[config.mk]
export PLATFORM = sky130hd
export DESIGN_NAME = hsc_regs
export DESIGN_NICKNAME = d
export VERILOG_FILES = /design/src/hsc_pkg.sv /design/src/hsc_str_if.sv /design/src/hsc_regs.sv /design/src/hsc_streamer.sv /design/src/hsc_sync2.sv
export VERILOG_INCLUDE_DIRS = /design/src
export SDC_FILE = /design/constraint.sdc
export NUM_CORES = 2
export LEC_CHECK = 0
export ABC_CLOCK_PERIOD_IN_PS = 6400
export BUFFER_PORTS_ARGS = -buffer_cell sky130_fd_sc_hd__buf_2
export CORE_MARGIN = 1.5
export CORE_UTILIZATION = 48
export CTS_BUF_LIST = sky130_fd_sc_hd__clkbuf_8
export DETAILED_ROUTE_END_ITERATION = 7
export PLACE_DENSITY = 0.73
export SLEW_MARGIN = 20
export SYNTH_ARGS = -nofsm -noshare
export SYNTH_HDL_FRONTEND = slang
export SYNTH_SLANG_ARGS = --single-unit
export TNS_END_PERCENT = 50
[constraint.sdc]
create_clock -name ref_clk_i -period 6.4 [get_ports ref_clk_i]
set_input_delay 1.28 -clock ref_clk_i [delete_from_list [all_inputs] [get_ports ref_clk_i]]
set_output_delay 1.28 -clock ref_clk_i [all_outputs]
set_load 0.01 [all_outputs]
[src/hsc_defines.svh]
// Offsets, field positions and reset values of the string descriptor register bank
`ifndef HSC_DEFINES_SVH
`define HSC_DEFINES_SVH

`define HSC_OFS_MAKER_LEN 8'h23
`define HSC_OFS_PROD_LEN 8'h24
`define HSC_OFS_RESERVED_STRAP_A_STRAP 8'h2F
`define HSC_OFS_SERIAL_LO 8'h30
`define HSC_OFS_SERIAL_HI 8'h4F
`define HSC_OFS_MAKER_LO 8'h50
`define HSC_OFS_MAKER_HI 8'h8F
`define HSC_OFS_PROD_LO 8'h90
`define HSC_OFS_PROD_HI 8'hCF
`define HSC_OFS_FEATURE 8'hF0

`define HSC_LEN_MSB 6
`define HSC_LEN_RESET 7'h00
`define HSC_BYTE_RESET 8'h00
`define HSC_BIT_RESET 1'b0

`define HSC_SERIAL_BYTES 32
`define HSC_TEXT_BYTES 64
`define HSC_SERIAL_LEN 7'h20
`define HSC_DIE_ID_BITS 128

`define HSC_IDX_SERIAL 8'h01
`define HSC_IDX_PRODUCT 8'h02
`define HSC_IDX_MAKER 8'h03

`define HSC_SYNC_WAIT 2'h2

`endif

[src/hsc_pkg.sv]
// Types shared by the string descriptor register bank modules
package hsc_pkg;

  typedef enum logic [1:0] {
    HSC_KIND_SERIAL = 2'b00,
    HSC_KIND_MAKER = 2'b01,
    HSC_KIND_PRODUCT = 2'b10
  } hsc_kind_t;

  typedef enum logic [1:0] {
    HSC_ST_SYNC = 2'b00,
    HSC_ST_LOAD = 2'b01,
    HSC_ST_RUN = 2'b10
  } hsc_state_t;

endpackage

[src/hsc_str_if.sv]
// Link between the register bank and its string byte streamer
`timescale 1ns/1ps
`default_nettype none
interface hsc_str_if;
  import hsc_pkg::*;
  logic start;
  hsc_kind_t kind;
  logic [6:0] len;
  logic [5:0] byte_idx;
  logic [7:0] byte_val;
  logic busy;

  modport bank (output start, output kind, output len, input byte_idx, output byte_val, input busy);
  modport walker (input start, input kind, input len, output byte_idx, input byte_val, output busy);
endinterface
`default_nettype wire

[src/hsc_regs.sv]
// Hub string descriptor configuration register bank with string byte server
`timescale 1ns/1ps
`default_nettype none
`include "hsc_defines.svh"
module hsc_regs (
  // Clock and reset
  input wire logic ref_clk_i,
  input wire logic rst_b_i,
  // Configuration byte port from EEPROM loader or SMBus slave
  input wire logic cfg_wr_i,
  input wire logic cfg_rd_i,
  input wire logic [7:0] cfg_addr_i,
  input wire logic [7:0] cfg_wdata_i,
  output logic [7:0] cfg_rdata_o,
  output logic cfg_rvalid_o,
  // Straps and fused data
  input wire logic custom_serial_select_i,
  input wire logic [`HSC_DIE_ID_BITS-1:0] fused_die_store_i,
  input wire logic ss_suspend_pin_i,
  // String descriptor requests
  input wire logic str_req_i,
  input wire logic [7:0] str_index_i,
  input wire logic str_superspeed_i,
  output logic str_none_o,
  output logic str_valid_o,
  output logic [7:0] str_data_o,
  output logic str_last_o,
  // Configuration outputs
  output logic superspeed_ssc_disable_o,
  output logic reserved_strap_o,
  output logic init_done_o
);
  import hsc_pkg::*;

  hsc_state_t state;
  hsc_state_t next_state;
  logic [1:0] sync_wait;
  logic ss_pin_sync;

  logic [6:0] maker_text_length;
  logic [6:0] product_text_length;
  logic reserved_strap_a;
  logic superspeed_ssc_disable;
  logic [7:0] unit_serial_bytes [`HSC_SERIAL_BYTES];
  logic [7:0] maker_text_bytes [`HSC_TEXT_BYTES];
  logic [7:0] product_text_bytes [`HSC_TEXT_BYTES];

  logic [7:0] serial_default [`HSC_SERIAL_BYTES];
  logic [7:0] serial_ofs;
  logic [7:0] maker_ofs;
  logic [7:0] prod_ofs;
  logic in_serial;
  logic in_maker;
  logic in_prod;
  logic wr_ok;

  logic req_take;
  hsc_kind_t req_kind;
  logic [6:0] req_len;
  logic req_serve;
  logic [7:0] read_mux;

  hsc_str_if str ();

  // Suspend pin crosses in from the board
  hsc_sync2 u_ss_sync (
    .ref_clk_i(ref_clk_i),
    .rst_b_i(rst_b_i),
    .async_i(ss_suspend_pin_i),
    .sync_o(ss_pin_sync)
  );

  // ASCII hex of each die identifier nibble; byte 0 is the top nibble
  function automatic logic [7:0] hex_char(input logic [3:0] nib);
    hex_char = (nib < 4'hA) ? {4'h3, nib} : {4'h4, nib - 4'h9};
  endfunction

  generate
    for (genvar g = 0; g < `HSC_SERIAL_BYTES; g++) begin : g_serial_default
      assign serial_default[g] = hex_char(fused_die_store_i[`HSC_DIE_ID_BITS-1-4*g -: 4]);
    end
  endgenerate

  // Start-up: wait for the synchronised strap, then load defaults once
  always_comb begin
    next_state = state;
    unique case (state)
      HSC_ST_SYNC: begin
        if (sync_wait == `HSC_SYNC_WAIT) begin
          next_state = HSC_ST_LOAD;
        end
      end
      HSC_ST_LOAD: begin
        next_state = HSC_ST_RUN;
      end
      HSC_ST_RUN: begin
        next_state = HSC_ST_RUN;
      end
      default: begin
        next_state = HSC_ST_SYNC;
      end
    endcase
  end

  always_ff @(posedge ref_clk_i or negedge rst_b_i) begin
    if (!rst_b_i) begin
      state <= HSC_ST_SYNC;
    end else begin
      state <= next_state;
    end
  end

  always_ff @(posedge ref_clk_i or negedge rst_b_i) begin
    if (!rst_b_i) begin
      sync_wait <= 2'h0;
    end else if (state == HSC_ST_SYNC) begin
      sync_wait <= sync_wait + 2'h1;
    end
  end

  assign init_done_o = (state == HSC_ST_RUN);

  // Address decode
  assign serial_ofs = cfg_addr_i - `HSC_OFS_SERIAL_LO;
  assign maker_ofs = cfg_addr_i - `HSC_OFS_MAKER_LO;
  assign prod_ofs = cfg_addr_i - `HSC_OFS_PROD_LO;
  assign in_serial = (cfg_addr_i >= `HSC_OFS_SERIAL_LO) && (cfg_addr_i <= `HSC_OFS_SERIAL_HI);
  assign in_maker = (cfg_addr_i >= `HSC_OFS_MAKER_LO) && (cfg_addr_i <= `HSC_OFS_MAKER_HI);
  assign in_prod = (cfg_addr_i >= `HSC_OFS_PROD_LO) && (cfg_addr_i <= `HSC_OFS_PROD_HI);
  // Writes during start-up would be overwritten by the default load
  assign wr_ok = cfg_wr_i && (state == HSC_ST_RUN);

  // Length fields keep only bits 6:0; bit 7 is never stored
  always_ff @(posedge ref_clk_i or negedge rst_b_i) begin
    if (!rst_b_i) begin
      maker_text_length <= `HSC_LEN_RESET;
      product_text_length <= `HSC_LEN_RESET;
    end else if (wr_ok) begin
      if (cfg_addr_i == `HSC_OFS_MAKER_LEN) begin
        maker_text_length <= cfg_wdata_i[`HSC_LEN_MSB:0];
      end
      if (cfg_addr_i == `HSC_OFS_PROD_LEN) begin
        product_text_length <= cfg_wdata_i[`HSC_LEN_MSB:0];
      end
    end
  end

  always_ff @(posedge ref_clk_i or negedge rst_b_i) begin
    if (!rst_b_i) begin
      reserved_strap_a <= `HSC_BIT_RESET;
    end else if (wr_ok && cfg_addr_i == `HSC_OFS_RESERVED_STRAP_A_STRAP) begin
      reserved_strap_a <= cfg_wdata_i[0];
    end
  end

  always_ff @(posedge ref_clk_i or negedge rst_b_i) begin
    if (!rst_b_i) begin
      superspeed_ssc_disable <= `HSC_BIT_RESET;
    end else if (state == HSC_ST_LOAD) begin
      superspeed_ssc_disable <= ss_pin_sync;
    end else if (wr_ok && cfg_addr_i == `HSC_OFS_FEATURE) begin
      superspeed_ssc_disable <= cfg_wdata_i[0];
    end
  end

  assign superspeed_ssc_disable_o = superspeed_ssc_disable;
  assign reserved_strap_o = reserved_strap_a;

  // Serial bytes: die-derived default, replaceable only with custom select
  always_ff @(posedge ref_clk_i or negedge rst_b_i) begin
    if (!rst_b_i) begin
      for (int i = 0; i < `HSC_SERIAL_BYTES; i++) begin
        unit_serial_bytes[i] <= `HSC_BYTE_RESET;
      end
    end else if (state == HSC_ST_LOAD) begin
      for (int i = 0; i < `HSC_SERIAL_BYTES; i++) begin
        unit_serial_bytes[i] <= serial_default[i];
      end
    end else if (wr_ok && in_serial && custom_serial_select_i) begin
      unit_serial_bytes[serial_ofs[4:0]] <= cfg_wdata_i;
    end
  end

  always_ff @(posedge ref_clk_i or negedge rst_b_i) begin
    if (!rst_b_i) begin
      for (int i = 0; i < `HSC_TEXT_BYTES; i++) begin
        maker_text_bytes[i] <= `HSC_BYTE_RESET;
      end
    end else if (wr_ok && in_maker) begin
      maker_text_bytes[maker_ofs[5:0]] <= cfg_wdata_i;
    end
  end

  always_ff @(posedge ref_clk_i or negedge rst_b_i) begin
    if (!rst_b_i) begin
      for (int i = 0; i < `HSC_TEXT_BYTES; i++) begin
        product_text_bytes[i] <= `HSC_BYTE_RESET;
      end
    end else if (wr_ok && in_prod) begin
      product_text_bytes[prod_ofs[5:0]] <= cfg_wdata_i;
    end
  end

  // Read side; unmapped offsets and reserved bits read zero
  always_comb begin
    read_mux = 8'h00;
    if (cfg_addr_i == `HSC_OFS_MAKER_LEN) begin
      read_mux = {1'b0, maker_text_length};
    end else if (cfg_addr_i == `HSC_OFS_PROD_LEN) begin
      read_mux = {1'b0, product_text_length};
    end else if (cfg_addr_i == `HSC_OFS_RESERVED_STRAP_A_STRAP) begin
      read_mux = {7'h00, reserved_strap_a};
    end else if (cfg_addr_i == `HSC_OFS_FEATURE) begin
      read_mux = {7'h00, superspeed_ssc_disable};
    end else if (in_serial) begin
      read_mux = unit_serial_bytes[serial_ofs[4:0]];
    end else if (in_maker) begin
      read_mux = maker_text_bytes[maker_ofs[5:0]];
    end else if (in_prod) begin
      read_mux = product_text_bytes[prod_ofs[5:0]];
    end
  end

  always_ff @(posedge ref_clk_i or negedge rst_b_i) begin
    if (!rst_b_i) begin
      cfg_rdata_o <= 8'h00;
      cfg_rvalid_o <= 1'b0;
    end else begin
      cfg_rvalid_o <= cfg_rd_i;
      if (cfg_rd_i) begin
        cfg_rdata_o <= read_mux;
      end
    end
  end

  // String request decode; requests while a string is streaming are dropped
  assign req_take = str_req_i && !str.busy && (state == HSC_ST_RUN);

  always_comb begin
    req_kind = HSC_KIND_SERIAL;
    req_len = 7'h00;
    if (str_index_i == `HSC_IDX_SERIAL && !str_superspeed_i) begin
      req_kind = HSC_KIND_SERIAL;
      req_len = `HSC_SERIAL_LEN;
    end else if (str_index_i == `HSC_IDX_PRODUCT) begin
      req_kind = HSC_KIND_PRODUCT;
      req_len = product_text_length;
    end else if (str_index_i == `HSC_IDX_MAKER) begin
      req_kind = HSC_KIND_MAKER;
      req_len = maker_text_length;
    end
  end

  assign req_serve = req_take && (req_len != 7'h00);

  always_ff @(posedge ref_clk_i or negedge rst_b_i) begin
    if (!rst_b_i) begin
      str_none_o <= 1'b0;
    end else begin
      str_none_o <= req_take && (req_len == 7'h00);
    end
  end

  assign str.start = req_serve;
  assign str.kind = req_kind;
  assign str.len = req_len;

  // Kind is held for the whole walk so the byte source cannot switch mid-string
  hsc_kind_t walk_kind;

  always_ff @(posedge ref_clk_i or negedge rst_b_i) begin
    if (!rst_b_i) begin
      walk_kind <= HSC_KIND_SERIAL;
    end else if (req_serve) begin
      walk_kind <= req_kind;
    end
  end

  always_comb begin
    str.byte_val = 8'h00;
    unique case (walk_kind)
      HSC_KIND_SERIAL: str.byte_val = unit_serial_bytes[str.byte_idx[4:0]];
      HSC_KIND_MAKER: str.byte_val = maker_text_bytes[str.byte_idx];
      HSC_KIND_PRODUCT: str.byte_val = product_text_bytes[str.byte_idx];
      default: str.byte_val = 8'h00;
    endcase
  end

  hsc_streamer u_streamer (
    .ref_clk_i(ref_clk_i),
    .rst_b_i(rst_b_i),
    .str(str.walker),
    .byte_valid_o(str_valid_o),
    .byte_data_o(str_data_o),
    .byte_last_o(str_last_o)
  );
endmodule
`default_nettype wire

[src/hsc_streamer.sv]
// Walks a string array and emits its bytes one per cycle in ascending order
`timescale 1ns/1ps
`default_nettype none
`include "hsc_defines.svh"
module hsc_streamer (
  // Clock and reset
  input wire logic ref_clk_i,
  input wire logic rst_b_i,
  // Bank side
  hsc_str_if.walker str,
  // Byte stream
  output logic byte_valid_o,
  output logic [7:0] byte_data_o,
  output logic byte_last_o
);
  import hsc_pkg::*;

  logic running;
  logic [6:0] count;
  logic [6:0] len_hold;
  logic [6:0] sent;

  assign str.busy = running;
  assign str.byte_idx = count[5:0];

  always_ff @(posedge ref_clk_i or negedge rst_b_i) begin
    if (!rst_b_i) begin
      running <= 1'b0;
      count <= 7'h00;
      len_hold <= 7'h00;
    end else if (str.start && !running) begin
      running <= 1'b1;
      count <= 7'h00;
      len_hold <= str.len;
    end else if (running) begin
      count <= count + 7'h01;
      if (count == len_hold - 7'h01) begin
        running <= 1'b0;
      end
    end
  end

  always_ff @(posedge ref_clk_i or negedge rst_b_i) begin
    if (!rst_b_i) begin
      byte_valid_o <= 1'b0;
      byte_data_o <= 8'h00;
      byte_last_o <= 1'b0;
    end else begin
      byte_valid_o <= running;
      byte_data_o <= running ? str.byte_val : 8'h00;
      byte_last_o <= running && (count == len_hold - 7'h01);
    end
  end

  // Helper: bytes emitted in the current string
  always_ff @(posedge ref_clk_i or negedge rst_b_i) begin
    if (!rst_b_i) begin
      sent <= 7'h00;
    end else if (byte_valid_o) begin
      sent <= byte_last_o ? 7'h00 : sent + 7'h01;
    end
  end
endmodule
`default_nettype wire

[src/hsc_sync2.sv]
// Two flip-flop synchroniser for a pin level
`timescale 1ns/1ps
`default_nettype none
module hsc_sync2 (
  // Clock and reset
  input wire logic ref_clk_i,
  input wire logic rst_b_i,
  // Level
  input wire logic async_i,
  output logic sync_o
);
  import hsc_pkg::*;

  logic stage1;

  always_ff @(posedge ref_clk_i or negedge rst_b_i) begin
    if (!rst_b_i) begin
      stage1 <= 1'b0;
      sync_o <= 1'b0;
    end else begin
      stage1 <= async_i;
      sync_o <= stage1;
    end
  end
endmodule
`default_nettype wire

==> flow_summary_export.csv <==
group,metric,value,unit
critical_path,critPathTopFamily,"simple AND/OR/NAND/NOR gates",
power,power_density,234.3,nW/µm²
power,ir_drop,228.7,µV
critical_path,critPathLaunchType,"primary input",
synth,netlist_top_cells_area,"dfrtp_1 44%, mux4_2 20%, mux2_2 15%",
critical_path,r2r-start,"state[0]",
final_layout,nFillCells,12750,
sta,finClkSkew,0.06104,ns
synth,async_flop_share,100.0,%
synth,synth_cells,5438,
cts,cts_buffers,223,
final_layout,area_growth,9.367,%
synth,syn_nets,5642,
critical_path,critPathRequiredTime,7.19,ns
die,core,156900,µm²
die,die_x,401.3,µm
global_routing,grt_max_degree,206,
synth,ys_ff_latch,1339,
cts,cts_tree,"built",
die,die_h,401.3,µm
cts,cts.clk_slew.worst_paths,0.07,ns
sta,layout_min_cycle_time,4.382,ns
cts,cts_setup_buffers,0,
cts,ctsHoldBuffers,0,
sta,tightest_slew,1.133,ns
critical_path,cp.arrival,5.18,ns
detailed_routing,firstDrtPassIters,6,
global_routing,grt_pass1_wl,356400,µm
final_layout,drive_above_1_share,44.06,%
cts,clock-sinks,1339,
global_routing,grt.total_usage,29.83,%
global_routing,grt_antenna_before_repair,21,
global_routing,overflow,0,
critical_path,cp-end-kind,"flop",
detailed_routing,wirelength,240600,µm
sta,timing.final.crit_share,68.46,%
die,row_count,145,
cts,cts-root-buf,"clkbuf_8",
synth,synth_ff_type,"dfrtp_1",
critical_path,crit_buf_inv,1,
critical_path,startpoint,"cfg_addr_i[3]",
synth,ys_seq_area_share,44.00,%
die,io_pins,183,
place,portBuffers,182,
power,p_leak,37.09,nW
synth,syn_area_per_cell,14.00,µm²
sta,setup_violations,0,
cts,post_cts_resized,0,
final_layout,multi_input_area,39940,µm²
die,die_area,161000,µm²
sta,tns,0,ns
synth,yosysWarnings,0,
place,place.gp.congestion,0.9982,
critical_path,cp_slowest_cell,"and3_1",
detailed_routing,detail-route-antenna-nets,0,
synth,ys_types,89,
detailed_routing,drc,0,
power,p_total,0.01951,W
detailed_routing,wire_per_inst,31.03,µm
sta,relSlewSlack,24.47,%
synth,synth_area,76150,µm²
sta,hold_violations,0,
critical_path,crit_type,"primary input to flop",
outcome,outcome,"finished clean",
detailed_routing,avgViaCountPerCell,6.749,
sta,finalMaxSlewViolations,0,
cts,h-tree-depth,4,
place,pre_cts_slack,1.340,ns
synth,synthDominantCellAreaShare,44.00,%
detailed_routing,drtIter0Drc,6363,
min_path,hold_class,"primary input to async pin",
job,maxCapViolations,0,
global_routing,grt_pass1_vias,52710,
die,initial_core_util,48.52,%
critical_path,crit_path_max_incr_delay,0.88,ns
final_layout,finalNetCount,5709,
sta,setup_slack,2.018,ns
synth,synth_area_leader_cell,"dfrtp_1",
sta,fmaxAchievable,228.2,MHz
cts,clk_latency,0.97,ns
critical_path,cp_max_fo,20,
place,hpwlAfterDp,163400,µm
sta,rsz0062_at_grt,"false",
critical_path,crit_chain,"buf_2 > and2_1 > a21oi_1 > o2bb2ai_1 > and3_1 > nand2_1 > mux2_2",
final_layout,regArea,33520,µm²
synth,synth-edff-count,0,
cts,cts_max_path_buffers,3,
detailed_routing,vias,52330,
==> cell type report <==
cell class | instances | share of cell area [%]
multi-input cells | 3570 | 47.95
clock buffers | 300 | 4.958
clock inverters | 105 | 0.7362
inverters | 79 | 0.3591
repair buffers | 292 | 2.620
well taps | 2058 | 3.092
flip-flops and latches | 1339 | 40.25
diodes | 10 | 0.03005
==> cells in the final DEF (no fill, tap or decap), drive strengths merged, types with 7 or more instances in the layout <==
cell,synthesis,routed
nand4,22,22
xnor2,67,67
mux4,712,712
buf,217,292
o22ai,70,70
a21boi,65,65
a31oi,9,9
xor2,8,8
dfrtp,1339,1339
nand3,40,40
mux2,1044,1044
inv,76,165
nand2b,12,12
nor2,148,148
o211ai,17,17
nor3,21,21
mux2i,272,272
o21ai,153,153
or3,8,8
or2,11,11
clkinv,3,17
clkbuf,207,300
nor3b,7,7
and3,23,23
a221oi,14,14
ha,44,44
diode,0,10
and2,23,23
nor2b,27,27
a21oi,193,193
a22o,25,25
o21a,24,24
nand2,362,362
a22oi,69,69
o22a,10,10
==> synth_stat cells, types with 25 or more instances <==
| library cell | n |
|---|---|
| dfrtp_1 | 1339 |
| mux2_2 | 1044 |
| mux4_2 | 692 |
| nand2_1 | 317 |
| mux2i_1 | 272 |
| clkbuf_1 | 205 |
| a21oi_1 | 193 |
| o21ai_0 | 142 |
| nor2_1 | 93 |
| buf_2 | 92 |
| inv_1 | 75 |
| o22ai_1 | 70 |
| a22oi_1 | 69 |
| xnor2_1 | 67 |
| a21boi_0 | 54 |
| buf_4 | 47 |
| nand2_2 | 45 |
| ha_1 | 44 |
| nor2_2 | 42 |
| buf_6 | 37 |
| nand3_1 | 37 |
| buf_1 | 34 |
| nor2b_1 | 27 |
| dlygate4sd1_1 | 26 |
| a22o_1 | 25 |
==> layer usage <==
metal | wire length, µm | track usage, %
met1 | 92560 | 39.48
met5 | 94 | 0
met2 | 109300 | 44.74
met4 | 11380 | 12.79
met3 | 27270 | 10.24
==> through the flow <==
step | hold slack (ns) | instance area [µm²] | util [%] | instances
finish | 0.2640 | 83280 | 53.07 | 7753
global route | 0.2893 | 83270 | 53.06 | 7750
CTS | 0.3349 | 83250 | 53.05 | 7743
detailed placement | 0.4333 | 78510 | 50.03 | 7338
global placement | 0.4388 | 78510 | 50.03 | 7338
floorplan | 0.3312 | 76150 | - | 5438
==> final timing paths <==
path | endpoint | slack (ns) | cells after the start
min reg2reg | u_ss_sync.sync_o | 0.43 | 0
max | maker_text_bytes[419] | 2.02 | 7
max in group asynchronous | product_text_bytes[461] | 4.35 | 2
min | unit_serial_bytes[57] | 0.26 | 1
min in group ref_clk_i | u_ss_sync.sync_o | 0.43 | 0
max reg2reg | product_text_bytes[389] | 2.28 | 7
==> where the power goes <==
part           internal [W]  total [W]  leakage, nW  switching (W)
clock               0.00424    0.00794         2.73        0.00370
sequential          0.00893    0.00930         17.9       0.000366
combinational      0.000998    0.00227         16.4        0.00128
==> cells by family after synthesis <==
group           count (synthesis)  synth area share (%)
xor+xnor                       75                0.8626
fa+ha+maj                      44                0.7230
flops                        1339                 44.00
buf+inv                       529                 3.643
mux                          2028                 40.17
simple gates                  730                 4.850
compound gates                693                 5.749
==> state kept, by name (all words and copies together), names as in the netlist, 7 cells and up <==
register,cells
u_streamer.len_hold,7
unit_serial_bytes,256
product_text_length,7
product_text_bytes,512
maker_text_length,7
maker_text_bytes,512
cfg_rdata_o,8
u_streamer.count,7
u_streamer.byte_data_o,8
(Power assumes the default switching activity.)
